$ cat src/rtl/touch_target_pkg.sv
package touch_target_pkg;

  // geometry of the controller's internal byte space
  localparam int unsigned MEM_ADDR_W = 4;
  localparam int unsigned MEM_DEPTH  = 16;
  localparam int unsigned DATA_W     = 8;

  // fixed upper part of the 7-bit bus address, lower part comes from the config byte
  localparam logic [2:0] ADDR_UPPER     = 3'h3;
  localparam logic [3:0] CFG_INDEX      = 4'h0;
  localparam logic [7:0] CFG_RESET      = 8'h80;
  localparam logic [3:0] BITS_PER_BYTE  = 4'h8;
  localparam logic [3:0] PTR_RESET      = 4'h0;

  // bus timing owed by the host, kept for reference by the bench
  localparam int unsigned CLK_PERIOD_NS   = 50;
  localparam int unsigned BUS_FREE_NS     = 4700;
  localparam int unsigned BUS_FREE_CYCLES = (BUS_FREE_NS + CLK_PERIOD_NS - 1) / CLK_PERIOD_NS;

  typedef enum logic [5:0] {
    ST_IDLE  = 6'b00_0001,
    ST_ADDR  = 6'b00_0010,
    ST_ACK   = 6'b00_0100,
    ST_WRITE = 6'b00_1000,
    ST_READ  = 6'b01_0000,
    ST_HACK  = 6'b10_0000
  } link_state_type;

  // one byte write into the internal byte space
  typedef struct packed {
    logic                  valid;
    logic [MEM_ADDR_W-1:0] addr;
    logic [DATA_W-1:0]     data;
  } byte_write_type;

endpackage : touch_target_pkg

$ cat src/rtl/touch_byte_memory.sv
`timescale 1ns/1ns
module touch_byte_memory (
  input  wire logic                                    clk_in,
  input  wire touch_target_pkg::byte_write_type        wr_in,
  input  wire logic [touch_target_pkg::MEM_ADDR_W-1:0] rd_addr_in,
  output logic      [touch_target_pkg::DATA_W-1:0]     rd_data_out
);

  logic [touch_target_pkg::DATA_W-1:0] mem [touch_target_pkg::MEM_DEPTH];

  ////////////////////////////////////////////////////////////////////////////
  // contents are not reset: software is expected to load what it reads
  always_ff @(posedge clk_in)
  begin
    if (wr_in.valid)
    begin
      mem[wr_in.addr] <= wr_in.data;
    end
    rd_data_out <= mem[rd_addr_in]; // registered read, one cycle from address change
  end

endmodule : touch_byte_memory

$ cat src/rtl/touch_panel_i2c_target.sv
`timescale 1ns/1ns
// Summary of operation
// - device is only a bus target, never starts a transfer itself.
// - address bits six to four are fixed at binary 011.
// - address bits three to zero follow config byte bits seven to four.
// - stop ends a packet; a repeated start ends it and opens the next.
// - device drives a dedicated line flagging touch data to the host.
module touch_panel_i2c_target (
  input  wire logic                                    clk_in,
  input  wire logic                                    rstn_in,
  input  wire logic                                    touch_reset_n_in,
  input  wire logic                                    scl_in,
  input  wire logic                                    sda_in,
  output logic                                         sda_out,
  output logic                                         sda_oe_out,
  input  wire touch_target_pkg::byte_write_type        touch_wr_in,
  output logic                                         touch_event_irq_out,
  output logic      [touch_target_pkg::DATA_W-1:0]     bus_control_cfg_out
);

  ////////////////////////////////////////////////////////////////////////////
  // address match: fixed upper bits plus config-driven lower bits
  function automatic logic addr_hit(input logic [7:0] first_byte, input logic [7:0] cfg);
    addr_hit = (first_byte[7:5] == touch_target_pkg::ADDR_UPPER)
             && (first_byte[4:1] == cfg[7:4]);
  endfunction : addr_hit

  logic                                    rst_ok;
  logic                                    scl_q, sda_q;
  logic                                    scl_rise, scl_fall, start_cond, stop_cond;
  touch_target_pkg::link_state_type        state, next_state;
  logic [3:0]                              bitcnt, next_bitcnt;
  logic [7:0]                              shift, next_shift;
  logic                                    rw, next_rw;
  logic                                    first, next_first;
  logic [touch_target_pkg::MEM_ADDR_W-1:0] ptr, next_ptr;
  logic [7:0]                              cfg, next_cfg;
  logic                                    oe, next_oe;
  logic                                    irq, next_irq;
  logic                                    read_done, commit_wr;
  touch_target_pkg::byte_write_type        pend, next_pend, mem_wr;
  logic [7:0]                              mem_rd;

  // either reset pin holds every register except the byte memory in reset
  assign rst_ok = rstn_in && touch_reset_n_in;

  ////////////////////////////////////////////////////////////////////////////
  // bus condition detection from the previous sample of both lines
  assign scl_rise   = scl_in && !scl_q;
  assign scl_fall   = !scl_in && scl_q;
  assign start_cond = scl_in && scl_q && sda_q && !sda_in;
  assign stop_cond  = scl_in && scl_q && !sda_q && sda_in;

  ////////////////////////////////////////////////////////////////////////////
  // touch writes own the memory port; a bus write waits until a cycle with no touch write
  always_comb
  begin
    mem_wr          = touch_wr_in.valid ? touch_wr_in : pend;
    next_pend       = pend;
    next_pend.valid = pend.valid && touch_wr_in.valid; // held only while a touch write blocks it
    if (commit_wr)
    begin
      next_pend = '{valid: 1'b1, addr: ptr, data: shift};
    end
  end

  touch_byte_memory u_mem (
    .clk_in      (clk_in),
    .wr_in       (mem_wr),
    .rd_addr_in  (ptr),
    .rd_data_out (mem_rd)
  );

  ////////////////////////////////////////////////////////////////////////////
  // target protocol engine; only ever reacts to host-made conditions
  always_comb
  begin
    next_state  = state;
    next_bitcnt = bitcnt;
    next_shift  = shift;
    next_rw     = rw;
    next_first  = first;
    next_ptr    = ptr;
    next_cfg    = cfg;
    next_oe     = oe;
    read_done   = 1'b0;
    case (state)
      touch_target_pkg::ST_IDLE:
      begin
        next_oe = 1'b0;
      end
      touch_target_pkg::ST_ADDR:
      begin
        if (scl_rise)
        begin
          next_shift  = {shift[6:0], sda_in};
          next_bitcnt = bitcnt + 4'h1;
        end
        else if (scl_fall && bitcnt == touch_target_pkg::BITS_PER_BYTE)
        begin
          if (addr_hit(shift, cfg))
          begin
            next_oe    = 1'b1;
            next_rw    = shift[0];
            next_first = 1'b1;
            next_state = touch_target_pkg::ST_ACK;
          end
          else
          begin
            next_state = touch_target_pkg::ST_IDLE;
          end
        end
      end
      touch_target_pkg::ST_ACK:
      begin
        if (scl_fall && rw)
        begin
          // first read bit goes out on the same fall that ends the ack
          next_oe     = !mem_rd[7];
          next_shift  = {mem_rd[6:0], 1'b0};
          next_bitcnt = 4'h1;
          next_state  = touch_target_pkg::ST_READ;
        end
        else if (scl_fall)
        begin
          next_oe     = 1'b0;
          next_bitcnt = 4'h0;
          next_state  = touch_target_pkg::ST_WRITE;
        end
      end
      touch_target_pkg::ST_WRITE:
      begin
        if (scl_rise)
        begin
          next_shift  = {shift[6:0], sda_in};
          next_bitcnt = bitcnt + 4'h1;
        end
        else if (scl_fall && bitcnt == touch_target_pkg::BITS_PER_BYTE)
        begin
          next_oe    = 1'b1;
          next_state = touch_target_pkg::ST_ACK;
          if (first)
          begin
            // first data byte after the address selects the byte pointer
            next_ptr   = shift[3:0];
            next_first = 1'b0;
          end
          else
          begin
            next_ptr = ptr + 4'h1;
            if (ptr == touch_target_pkg::CFG_INDEX)
            begin
              next_cfg = shift;
            end
          end
        end
      end
      touch_target_pkg::ST_READ:
      begin
        if (scl_fall && bitcnt == touch_target_pkg::BITS_PER_BYTE)
        begin
          next_oe    = 1'b0;
          read_done  = 1'b1;
          next_state = touch_target_pkg::ST_HACK;
        end
        else if (scl_fall)
        begin
          next_oe     = !shift[7];
          next_shift  = {shift[6:0], 1'b0};
          next_bitcnt = bitcnt + 4'h1;
        end
      end
      touch_target_pkg::ST_HACK:
      begin
        // a nack ends the read; an ack moves to the next byte
        if (scl_rise && sda_in)
        begin
          next_state = touch_target_pkg::ST_IDLE;
        end
        else if (scl_rise)
        begin
          next_ptr = ptr + 4'h1;
        end
        else if (scl_fall)
        begin
          next_oe     = !mem_rd[7];
          next_shift  = {mem_rd[6:0], 1'b0};
          next_bitcnt = 4'h1;
          next_state  = touch_target_pkg::ST_READ;
        end
      end
      default:
      begin
        next_oe    = 1'b0;
        next_state = touch_target_pkg::ST_IDLE;
      end
    endcase
    // bus conditions override whatever byte was in flight
    if (stop_cond)
    begin
      next_oe    = 1'b0;
      next_state = touch_target_pkg::ST_IDLE;
    end
    if (start_cond)
    begin
      next_oe     = 1'b0;
      next_bitcnt = 4'h0;
      next_state  = touch_target_pkg::ST_ADDR;
    end
  end

  // host line rises on every touch update and falls once a read byte is done
  always_comb
  begin
    next_irq = touch_wr_in.valid || (irq && !read_done); // set beats the read clear
  end

  // data byte completes while the ack is being driven; hand it to the memory
  assign commit_wr = (state == touch_target_pkg::ST_WRITE) && scl_fall && !first
                   && (bitcnt == touch_target_pkg::BITS_PER_BYTE) && !start_cond && !stop_cond;

  ////////////////////////////////////////////////////////////////////////////
  // state registers and the previous samples of both lines (idle high)
  always_ff @(posedge clk_in)
  begin
    if (!rst_ok)
    begin
      scl_q  <= 1'b1;
      sda_q  <= 1'b1;
      state  <= touch_target_pkg::ST_IDLE;
      bitcnt <= 4'h0;
      shift  <= 8'h00;
      rw     <= 1'b0;
      first  <= 1'b0;
      ptr    <= touch_target_pkg::PTR_RESET;
      cfg    <= touch_target_pkg::CFG_RESET;
      oe     <= 1'b0;
      irq    <= 1'b0;
      pend   <= '0;
    end
    else
    begin
      scl_q  <= scl_in;
      sda_q  <= sda_in;
      state  <= next_state;
      bitcnt <= next_bitcnt;
      shift  <= next_shift;
      rw     <= next_rw;
      first  <= next_first;
      ptr    <= next_ptr;
      cfg    <= next_cfg;
      oe     <= next_oe;
      irq    <= next_irq;
      pend   <= next_pend;
    end
  end

  // open drain: the pad only ever pulls low
  assign sda_out             = 1'b0;
  assign sda_oe_out          = oe;
  assign touch_event_irq_out = irq;
  assign bus_control_cfg_out = cfg;
endmodule : touch_panel_i2c_target

$ cat config.mk
export PLATFORM = sky130hd
export DESIGN_NAME = touch_panel_i2c_target
export DESIGN_NICKNAME = d
export VERILOG_FILES = /design/src/rtl/touch_target_pkg.sv /design/src/rtl/touch_byte_memory.sv /design/src/rtl/touch_panel_i2c_target.sv
export SDC_FILE = /design/constraint.sdc
export NUM_CORES = 1
export LEC_CHECK = 0
export ABC_CLOCK_PERIOD_IN_PS = 4200
export BUFFER_PORTS_ARGS = -buffer_cell sky130_fd_sc_hd__buf_2
export CAP_MARGIN = 10
export CORE_ASPECT_RATIO = 1.1
export CORE_MARGIN = 2
export CORE_UTILIZATION = 59
export CTS_BUF_LIST = sky130_fd_sc_hd__clkbuf_4 sky130_fd_sc_hd__clkbuf_8 sky130_fd_sc_hd__clkbuf_16
export DETAILED_ROUTE_END_ITERATION = 12
export GPL_ROUTABILITY_DRIVEN = 0
export PLACE_DENSITY_LB_ADDON = 0.1
export SLEW_MARGIN = 20
export SYNTH_ARGS = -nofsm -noshare
export SYNTH_HDL_FRONTEND = slang
export SYNTH_SLANG_ARGS = --single-unit
$ cat constraint.sdc
create_clock -name clk_in -period 4.2 [get_ports clk_in]
set_input_delay 0.42 -clock clk_in [delete_from_list [all_inputs] [get_ports clk_in]]
set_output_delay 0.42 -clock clk_in [all_outputs]
set_load 0.1 [all_outputs]
After elaboration in Yosys (flattened, before gate mapping) --
Memory sizes are Yosys's and may differ from the RTL's. A register that Yosys moved wholly into a read port is not among the register bits. Index checks and enable logic that the tools add are counted.
Storage, ports and cells: output and inout bits 11, memories kept 1, register bits after elaboration 49, RAM bits 128, word-level logic and storage cells 163
Memories:
- u_mem.mem | depth 16, width 8, read ports 1, clocked after Yosys merged registers in 1, wr ports 1, line touch_byte_memory.sv:9 | logic [touch_target_pkg::DATA_W-1:0] mem [touch_target_pkg::MEM_DEPTH];
Cells by class: eq/ne operators 36, reductions and logical operators 46, bitwise gates (word level) 4, mux-type cells 59, $add $sub $neg 2
Operators by type and width (count):
- $mux 6 | 10
- $mux 8 | 7
- $mux 4 | 13
- $pmux 6 s6 | 1
- $pmux 8 s4 | 1
- $mux 13 | 2
- $ne 2x2->1 const B | 13
- $ne 4x4->1 const B | 5
- $logic_and 1x1->1 | 19
- $mux 1 | 18
- $reduce_and 9->1 | 2
- $pmux 4 s4 | 1
- $reduce_and 8->1 | 2
- $ne 3x3->1 const B | 5
- $ne 5x5->1 const B | 3
- $logic_not 1->1 | 10
- $reduce_and 10->1 | 1
- $reduce_and 5->1 | 2
- $add 4x1->4 const B | 2
- $pmux 4 s2 | 1
- $eq 6x1->1 const B | 1
- $eq 6x2->1 const B | 1
- $eq 6x3->1 const B | 1
- $eq 6x4->1 const B | 1
- other kinds (19) | 25

Longest topological paths before layout --
Gate-level depths: netlist (run 1).
depth in word-level cells 8, gate-level depth with buffers 9, gate-level depth less buffers 7

By module --
Synthesis (run 1) repeated with hierarchy kept, for this count alone.
Unflattened totals: cell total of the unflattened synthesis 541, area total of the unflattened synthesis 7816.2 um^2
Modules (own cells, without submodules):
- touch_byte_memory | instances 1, cells each 229, area each 5147.4 um^2
- touch_panel_i2c_target | instances 1, cells each 312, area each 2668.8 um^2

Worst setup path after synthesis (run 1) --
Ideal clock, no wire load.
path kind input to register, start point input scl_in, end point register cfg[7] (netlist: bus_control_cfg_out[7]), setup slack 1.969 ns, data arrival time 2.108 ns, stages on the path 9, required time 4.077 ns, library setup time 0.123 ns, buffers on the path 3, cells stage by stage buf_6 -> and2b_2 -> nand4_4 -> or3_1 -> buf_2 -> nor4b_4 -> buf_6 -> mux2i_1 -> nand2_1
On the way: longest elaborated chain between the ends 4
Ends and longest elaborated chain:
- start, declared | line touch_panel_i2c_target.sv:12 | input wire logic scl_in,
- $logic_not 1->1 | line touch_panel_i2c_target.sv:50 | assign scl_fall = !scl_in && scl_q;
- $logic_and 1x1->1 | line touch_panel_i2c_target.sv:50
- $logic_and 1x1->1 | line touch_panel_i2c_target.sv:138 | else if (scl_fall && bitcnt == touch_target_pkg::BITS_PER_BYTE)
- $reduce_and 5->1 (no source line) (*)
- end signal, assigned | line touch_panel_i2c_target.sv:236 | cfg <= touch_target_pkg::CFG_RESET;
- end signal, assigned | line touch_panel_i2c_target.sv:251 | cfg <= next_cfg;
- end, declared | line touch_panel_i2c_target.sv:37 | logic [7:0] cfg, next_cfg;
Mark *: on every way between the ends. The rest lies on a longest branch, timed or not. A chain may end at the register's enable or synchronous reset.

Final worst setup path (run 1) --
start point register state[1], end point register cfg[4] (netlist: bus_control_cfg_out[4])
On the way: longest elaborated chain between the ends 2
Ends and longest elaborated chain:
- start, declared | line touch_panel_i2c_target.sv:31 | touch_target_pkg::link_state_type state, next_state;
- start signal, assigned | line touch_panel_i2c_target.sv:230 | state <= touch_target_pkg::ST_IDLE;
- start signal, assigned | line touch_panel_i2c_target.sv:245 | state <= next_state;
- $eq 6x4->1 | line touch_panel_i2c_target.sv:87 | case (state)
- $reduce_and 5->1 (no source line)
No other way between the ends.

==> results of run 1 <==
## flip-flops by register name, indices dropped and copies added (netlist names)
register	cells
ptr	4
sda_oe_out	1
rw	1
bus_control_cfg_out	8
touch_event_irq_out	1
first	1
bitcnt	4
u_mem.mem	128
sda_q	1
u_mem.rd_data_out	8
state	6
scl_q	1
shift	8
pend	13
## routing by layer
layer  vias up  routed length (um)  GRT usage (%)
met5         -                   0              0
met1      2322                6720           31.5
met4         0                 452           10.3
met2       156                8300           40.5
li1       2146                   -              -
met3        33                 669           4.17
## per-stage QoR
step | area [um^2] | utilization, % | std cells | setup slack, ps | total power [W]
after floorplan | 7860 | - | 552 | 1970 | 0.00208
after detailed placement | 8070 | 61.6 | 711 | 1320 | 0.00211
after global routing | 8630 | 65.8 | 743 | 1210 | 0.00366
after CTS | 8630 | 65.8 | 743 | 1450 | 0.00357
after global placement | 8070 | 61.6 | 711 | 1410 | 0.00210
final | 8630 | 65.8 | 743 | 1460 | 0.00355
## critical path: cells and delay by family (launching register included)
family	cells	cell delay (ps)
DFF	1	480
muxes	1	270
and+or+nand+nor	5	1860
## layout make-up
type	count	area (um^2)	share of cell area, %
timing repair buffer	32	173	2.00
inverter	10	37.5	0.435
tap	161	201	2.34
clock inverter	12	72.6	0.841
clock buffer	20	483	5.60
sequential	185	4990	57.8
multi-input combinational	323	2670	31.0
## kinds of logic after synthesis
family / count (synthesis) / share of synthesized area [%]
compound gates: 83 / 7.22
fa+ha+maj: 4 / 0.636
mux: 67 / 15.0
xor+xnor: 9 / 1.00
simple gates: 159 / 10.1
buf+inv: 44 / 2.63
flops: 185 / 63.4
other cells: 1 / 0.0477
## report_power, final
part,internal [W],switching (W)
Sequential,0.00196,0.00000813
Combinational,0.0000291,0.0000697
Clock,0.000828,0.000653
Total,0.00282,0.000731
## how the worst max path moves through the flow
stage                                         to      from  slack (ps)
after floorplan           bus_control_cfg_out[7]    scl_in        1970
after global placement    bus_control_cfg_out[7]    scl_in        1410
after detailed placement  bus_control_cfg_out[6]    scl_in        1320
after CTS                 bus_control_cfg_out[6]  state[1]        1450
after global routing      bus_control_cfg_out[6]  state[1]        1210
final                     bus_control_cfg_out[4]  state[1]        1460
## cell usage after synthesis, drive strengths merged (2+ instances only)
cell type and n:
edfxtp 128, nor2 59, dfxtp 57, nand2 43
mux4 40, a21oi 28, mux2i 19, clkbuf 18
buf 16, nor3 11, o21ai 11, a211oi 10
inv 10, mux2 8, nand3 8, a31oi 6
nand2b 6, nand4 6, o211ai 5, xor2 5
ha 4, nor2b 4, xnor2 4, a22oi 3
and2 3, and3 3, and3b 3, nor4 3
or3 3, nor4b 2, o22a 2, o32a 2
==> flow_summary_export.csv, run 1 <==
group,metric,value,unit
power_and_ir_drop,p_leak,2.84,nW
die,die_w,114,um
synth,synth_area_leaders,"edfxtp_1, dfxtp_1, mux4_2",
die,initial_core_util,60.0,%
drt,drtPass1Iterations,5,
drt,ant_nets,0,
synth,netlist_instances,552,
finish,antenna-diode-count,0,
sta,tightest_slew,953,ps
min_path,worstHoldStart,"sda_in",
critical_path,critical_path_class,"flop to flop",
synth,synth_area_per_cell,14.2,um^2
clocking,path_clk_slew,70,ps
clocking,cts_buffers,17,
synth,yosys.area.top_type_share,48.9,%
critical_path,rrSetupSlack,1460,ps
synth,dominantRegCellSynth,"edfxtp_1",
min_path,whs_endpoint,"sda_q",
critical_path,rr_endpoint,"bus_control_cfg_out[4]",
finish,layout_common_cells,"edfxtp_1, nor2_1, dfxtp_1, nand2_1, mux4_2",
critical_path,reg2regPathDepth,6,
synth,synth_area,0.00786,mm^2
drt,drtIter0Drc,484,
synth,synth_edf_count,128,
clocking,cts_setup_buffers,0,
synth,synth_nets,574,
die,dieArea,0.0143,mm^2
global_route,grt_pass1_wl,25500,um
synth,synth_top_area_cell,"edfxtp_1",
status,status,"finished, final reports clean",
sta,period_minus_slack,2740,ps
min_path,whs_path_depth,2,
critical_path,crit_chain,"nor2_1, nand3_1, or3_1, nor4b_4, mux2i_1, nor2_1",
sta,fmax,365,MHz
global_route,grt_pass1_vias,4557,
drt,drc,0,
global_route,antenna_found_initial,0,
synth,async_flop_share,0,%
sta,finClkSkew,7.86,ps
clocking,tritoncts,"done",
global_route,grt_max_degree,37,
critical_path,cp_max_fo,15,
clocking,cts-root-buf,"clkbuf_16",
critical_path,cpPeakStageDelay,700,ps
power_and_ir_drop,vdd_drop_max,352,uV
sta,holdWs,349,ps
min_path,holdCritPathClass,"input port to flop",
sta,hold_viol_final,0,
clocking,clockBufferDepth,2,
drt,wire_per_inst,21.7,um
drt,drt-vias-per-instance,6.27,
sta,fin_crit_sh,65.3,%
critical_path,startpoint_type,"flop",
die,num_rows,44,
finish,layout_commonest_cell,"edfxtp_1",
synth,seq_area_frac_synth,63.4,%
sta,tns,0,ps
sta,finalSetupViolations,0,
drt,routed-via-count,4657,
critical_path,r2r_start,"state[1]",
flow_run,drv_cap,0,
synth,yosys_warnings,0,
sta,slew_viol_final,0,
place,hpwl,11000,um
place,io_buffers,27,
clocking,htreeDepth,4,
critical_path,crit_required,4510,ps
drt,routed_wl,16100,um
die,io_pins,29,
sta,slew_headroom,36.3,%
synth,synth_cell_type_count,61,
global_route,grt_overflow_total,0,
die,core,0.0131,mm^2
power_and_ir_drop,power_density,412,mW/mm^2
finish,drive_above_1_share,20.4,%
critical_path,arrival,3050,ps
clocking,cts.sink_count,185,
clocking,ctsResizeCount,0,
finish,area.growth.synth_to_final,9.69,%
clocking,insertion_delay,430,ps
synth,ys_ff_latch,185,
finish,layout.nets,591,
finish,nFillCells,946,
critical_path,cpMaxStageDelayCell,"nor4b_4",
critical_path,crit_path_end_kind,"flop",
global_route,grt_usage,24.2,%
sta,rsz0062_at_grt,"false",
die,die_h,125,um
critical_path,crit_top_cell,"nor2_1",
clocking,cts_hold_buf,0,
(Power assumes the default switching activity.)
==> run 2: changes to the inputs <==
Settings changed: ABC_AREA set to 1, ABC_CLOCK_PERIOD_IN_PS 4200 to 2590.
Clock period 4.2 ns to 2.59 ns, I/O delays scaled along.
==> run 2 against run 1 <==
Via count is 28% higher. Largest power group unchanged. Highest routed layer unchanged. Critical path type unchanged. Area after synthesis is 0.32% higher. Critical endpoint is now u_mem.rd_data_out[7]. Sequential cell count stayed put. First-iteration DRC count is 31% higher.
==> flow_summary_export.csv, run 2 <==
group,metric,value,unit
clocking,cts_buffers,17,
synth,synth_top_area_cell,"edfxtp_1",
sta,hold_viol_final,0,
drt,wire_per_inst,18.8,um
drt,drt-vias-per-instance,5.91,
critical_path,cp_max_fo,25,
clocking,tritoncts,"done",
global_route,antenna_found_initial,0,
clocking,cts.sink_count,185,
clocking,htreeDepth,4,
power_and_ir_drop,p_clk_share,42.0,%
finish,multi_input_area,0.00252,mm^2
power_and_ir_drop,seqPwrFrac,54.2,%
finish,fin_area,0.00888,mm^2
power_and_ir_drop,combPwrFrac,3.8,%
critical_path,rrSetupSlack,610,ps
clocking,path_clk_slew,70,ps
synth,yosys.area.top_type_share,48.7,%
die,io_pins,29,
sta,fmax,505,MHz
finish,largest_register_ffs,128,
synth,synth_commonest_cells,"nor2_1, edfxtp_1, o21ai_0, nand2_1, inv_1",
clocking,cts_hold_buf,0,
clocking,clockBufferDepth,2,
critical_path,r2r_start,"ptr[0]",
die,dieArea,0.0143,mm^2
power_and_ir_drop,p_sw_share,21.4,%
synth,synth.most_common_cell,"nor2_1",
synth,synth_area,0.00789,mm^2
global_route,grt_overflow_total,0,
synth,seq_area_frac_synth,63.2,%
die,initial_core_util,60.0,%
power_and_ir_drop,vdd_drop_max,486,uV
sta,slew_viol_final,0,
global_route,grt_pass1_vias,5817,
sta,slew_headroom,36.6,%
min_path,worstHoldStart,"sda_in",
power_and_ir_drop,power_density,669,mW/mm^2
min_path,whs_path_depth,3,
clocking,insertion_delay,440,ps
critical_path,startpoint_type,"flop",
critical_path,reg2regPathDepth,6,
finish,layout.nets,859,
finish,layout_common_cells,"nor2_1, edfxtp_1, nand2_1, o21ai_0, inv_1",
finish,layout_commonest_cell,"nor2_1",
place,post-place-ws,598,ps
finish,drive_above_1_share,14.5,%
sta,tightest_slew,951,ps
synth,synth_area_leaders,"edfxtp_1, dfxtp_1, nor2_1",
drt,drc,0,
sta,period_minus_slack,1980,ps
die,core,0.0132,mm^2
drt,routed_wl,19000,um
drt,drtIter0Drc,634,
power_and_ir_drop,power,0.00594,W
min_path,holdCritPathClass,"input port to flop",
power_and_ir_drop,p_leak,3.39,nW
finish,largestRegisters,"u_mem.mem (128), pend (13)",
power_and_ir_drop,p_int,0.00467,W
finish,largest-register,"u_mem.mem",
drt,ant_nets,0,
synth,async_flop_share,0,%
synth,netlist_instances,794,
clocking,ctsResizeCount,0,
place,placed_cell_area,0.00831,mm^2
critical_path,crit_path_end_kind,"flop",
sta,finalSetupViolations,0,
status,status,"finished, final reports clean",
die,num_rows,44,
flow_run,drv_cap,0,
finish,area.growth.synth_to_final,12.6,%
synth,ys_ff_latch,185,
sta,fin_crit_sh,76.5,%
critical_path,arrival,2270,ps
sta,rsz0062_at_grt,"false",
synth,yosys_warnings,0,
sta,tns,0,ps
sta,fin_ws,608,ps
global_route,grt_usage,28.0,%
synth,dominantRegCellSynth,"edfxtp_1",
synth,synth_edf_count,128,
min_path,whs_endpoint,"sda_q",
sta,finClkSkew,10.0,ps
critical_path,rr_endpoint,"u_mem.rd_data_out[7]",
critical_path,crit_required,2880,ps
finish,antenna-diode-count,0,
global_route,grt_pass1_wl,30500,um
synth,synth_area_per_cell,9.94,um^2
clocking,cts-root-buf,"clkbuf_16",
synth,synth_nets,816,
clocking,cts_setup_buffers,0,
die,die_h,125,um
global_route,grt_max_degree,68,
drt,drtPass1Iterations,5,
drt,routed-via-count,5971,
place,io_buffers,27,
place,hpwl,12700,um
power_and_ir_drop,switchingPower,0.00127,W
critical_path,critical_path_class,"flop to flop",
die,die_w,114,um
synth,synth_cell_type_count,37,
finish,nFillCells,1019,
finish,regArea,0.00499,mm^2
## run 2: stage by stage
stage               hold WS [ps]  utilization (%)  std cells
floorplan                    354                -        794
global placement             452             63.1        979
detailed placement           454             63.1        979
CTS                         61.1             67.5       1011
global route                97.3             67.5       1011
finish                      71.7             67.5       1011
## run 2: worst max path at each step
stage                           start                endpoint  slack, ps  depth (start not counted)
6_report                       ptr[0]    u_mem.rd_data_out[7]        610                          6
5_1_grt                     bitcnt[0]  bus_control_cfg_out[1]        390                          9
4_1_cts                        ptr[0]    u_mem.rd_data_out[7]        590                          6
3_5_place_dp          touch_wr_in[12]        u_mem.mem[15][4]        600                          7
3_3_place_gp                   ptr[0]    u_mem.rd_data_out[1]        660                          6
2_1_floorplan  bus_control_cfg_out[5]                      rw        810                          9
## run 2: layout make-up
cell class / instances / area share, %
clock buffers: 22 / 5.35
well taps: 161 / 2.27
flip-flops and latches: 185 / 56.1
repair buffers: 58 / 4.14
clock inverters: 10 / 1.10
multi-input cells: 512 / 28.3
inverters: 63 / 2.66
## run 2: kinds of logic (layout without fill, tap and decap cells)
group / count (synthesis) / count (layout) / share of synthesized area, %
AOI/OAI and AO/OA: 176 / 176 / 12.4
DFF: 185 / 185 / 63.2
adders and majority gates: 4 / 4 / 0.634
buffers and inverters: 97 / 153 / 4.92
xor gates and xnor gates: 7 / 7 / 0.777
and+or+nand+nor: 324 / 324 / 18.1
other: 1 / 1 / 0.0475
## run 2: per-layer routing
layer	track usage [%]	vias to the layer above	routed length, um
met1	37.8	2830	7850
li1	-	2820	-
met3	5.72	50	1390
met4	13.5	0	649
met2	43.7	271	9060
met5	0	-	0
## run 2: power by group through the flow
stage / clock, W / combinational, W / sequential, W
after CTS: 0.00252 / 0.000227 / 0.00322
after floorplan: 0 / 0.000131 / 0.00328
after detailed placement: 0 / 0.000226 / 0.00328
after global placement: 0 / 0.000220 / 0.00328
final: 0.00249 / 0.000228 / 0.00322
after global routing: 0.00264 / 0.000253 / 0.00322
## run 2: worst max-delay path, stage by stage (launching register included)
cell and delay, ps:
dfxtp_2 320, clkinv_1 490, buf_4 400, o21ai_0 170
o221ai_1 160, o211ai_1 140, nand3_1 140
==> run 3: changes to the inputs <==
Settings changed: ABC_CLOCK_PERIOD_IN_PS 2590 to 1800, CORE_UTILIZATION 59 to 55.
Clock period 2.59 ns to 1.8 ns, I/O delays scaled along.
==> run 3 against run 2 <==
Global-route usage fell by 2.3 points. Worst hold slack got worse by 3.2 ps. Power rose by 48%. Clock power rose by 54%.
==> flow_summary_export.csv, run 3 (synthesized netlist as in run 2, its figures left out) <==
group,metric,value,unit
status,status,"finished, final reports clean",
sta,fmax,571,MHz
die,dieArea,0.0153,mm^2
critical_path,startpoint_type,"flop",
finish,largestRegisters,"u_mem.mem (128), pend (13)",
power_and_ir_drop,seqPwrFrac,52.5,%
place,placed_cell_area,0.00846,mm^2
drt,routed_wl,19200,um
die,die_w,118,um
clocking,insertion_delay,430,ps
drt,drtIter0Drc,559,
power_and_ir_drop,power_density,957,mW/mm^2
power_and_ir_drop,power,0.00881,W
clocking,clockBufferDepth,2,
die,initial_core_util,56.7,%
power_and_ir_drop,p_clk_share,43.6,%
power_and_ir_drop,combPwrFrac,3.9,%
sta,tightest_slew,571,ps
global_route,grt_pass1_wl,29900,um
sta,rsz0062_at_grt,"true",
finish,fin_area,0.00920,mm^2
critical_path,cpMaxStageDelayCell,"dfxtp_2",
finish,area.growth.synth_to_final,16.7,%
clocking,cts.sink_count,185,
drt,drc,0,
finish,nFillCells,1113,
critical_path,worst-path-buf-inv,2,
clocking,cts-root-buf,"clkbuf_16",
finish,largest-register,"u_mem.mem",
sta,slew_headroom,61.7,%
min_path,holdCritPathClass,"input port to flop",
power_and_ir_drop,p_int,0.00702,W
clocking,path_clk_slew,70,ps
global_route,grt_max_degree,68,
drt,ant_nets,0,
clocking,tritoncts,"done",
global_route,grt_pass1_vias,5809,
global_route,grt_usage,25.7,%
finish,layout_common_cells,"nor2_1, edfxtp_1, nand2_1, o21ai_0, inv_1",
sta,tns,0,ps
power_and_ir_drop,p_leak,3.54,nW
critical_path,arrival,2080,ps
sta,hold_viol_final,0,
finish,layout_commonest_cell,"nor2_1",
place,hpwl,12600,um
drt,drt-vias-per-instance,5.64,
die,die_h,130,um
sta,fin_crit_sh,97.3,%
finish,largest_register_ffs,128,
die,num_rows,45,
power_and_ir_drop,switchingPower,0.00179,W
sta,finClkSkew,13.2,ps
finish,layout.nets,883,
critical_path,crit_required,2130,ps
sta,finalSetupViolations,0,
drt,routed-via-count,5982,
critical_path,crit_chain,"inv_1, ha_1, nand2_2, inv_2, nand3_4, nand2_1, nand3_1, nor2_1, nand2_1, nand2_1, nor2_1",
critical_path,cp_max_fo,6,
sta,period_minus_slack,1750,ps
global_route,antenna_found_initial,0,
critical_path,crit_top_cell,"nand2_1",
sta,slew_viol_final,0,
place,io_buffers,27,
die,core,0.0139,mm^2
power_and_ir_drop,vdd_drop_max,740,uV
clocking,htreeDepth,4,
critical_path,crit_path_end_kind,"flop",
power_and_ir_drop,p_sw_share,20.3,%
die,io_pins,29,
finish,antenna-diode-count,0,
finish,drive_above_1_share,17.2,%
drt,wire_per_inst,18.1,um
critical_path,critical_path_class,"flop to flop",
global_route,grt_overflow_total,0,
drt,drtPass1Iterations,5,
critical_path,cpLargestDelayFamily,"simple AND/OR/NAND/NOR gates",
flow_run,drv_cap,0,
clocking,cts_buffers,17,
critical_path,cpPeakStageDelay,320,ps
==> run 3: repair_timing <==
action | 4_1_cts | 5_1_grt
pin swaps | 0 | 7
endpoints found under the hold margin | 2 | 0
setup buffers | 1 | 7
cloned | 0 | 1
hold buffers | 2 | 0
resized for setup | 1 | 13
setup endpoints to repair | 1 | 43
==> run 3: path summary, 6_finish.rpt <==
kind | cells past startpoint | startpoint | end | slack [ps]
worst max-delay path | 11 | bitcnt[0] | state[4] | 50
worst min-delay path | 3 | touch_reset_n_in | touch_event_irq_out | 70
worst max register to register | 11 | bitcnt[0] | state[4] | 50
worst min register to register | 2 | rw | rw | 460
==> run 3: per-stage QoR <==
stage | worst slack [ps] | std cells | hold WS (ps) | utilization (%)
CTS | 0.768 | 1053 | 49.4 | 65.5
floorplan | 19.5 | 794 | 275 | -
global placement | 57.0 | 1019 | 431 | 60.9
detailed placement | -55.7 | 1019 | 439 | 60.9
global route | -28.8 | 1061 | 82.0 | 66.2
finish | 48.8 | 1061 | 68.5 | 66.2
==> run 3: final cells by class <==
cell class | instances | area [um^2] | share of cell area, %
clock buffer | 18 | 433 | 4.70
clock inverter | 13 | 176 | 1.92
inverter | 63 | 236 | 2.57
multi-input combinational | 512 | 2550 | 27.7
sequential | 185 | 4990 | 54.2
tap | 188 | 235 | 2.56
timing repair buffer | 82 | 583 | 6.33
==> run 3: power groups by stage <==
stage | Sequential (W) | Clock, W | Combinational (W)
floorplan | 0.00472 | 0 | 0.000189
global placement | 0.00472 | 0 | 0.000328
detailed placement | 0.00472 | 0 | 0.000334
CTS | 0.00463 | 0.00390 | 0.000339
global route | 0.00463 | 0.00408 | 0.000375
finish | 0.00463 | 0.00384 | 0.000342
==> run 3: worst min-delay path, stage by stage <==
cell and delay (ps):
buf_2 90, nand2_1 120, a21oi_1 50
==> run 3: per-layer routing <==
layer / vias up / wire [um] / global-route usage [%]
met5: - / 0 / 0
met4: 0 / 606 / 12.6
met3: 42 / 1160 / 4.58
met2: 232 / 9370 / 42.7
met1: 2844 / 8040 / 33.0
li1: 2864 / - / -
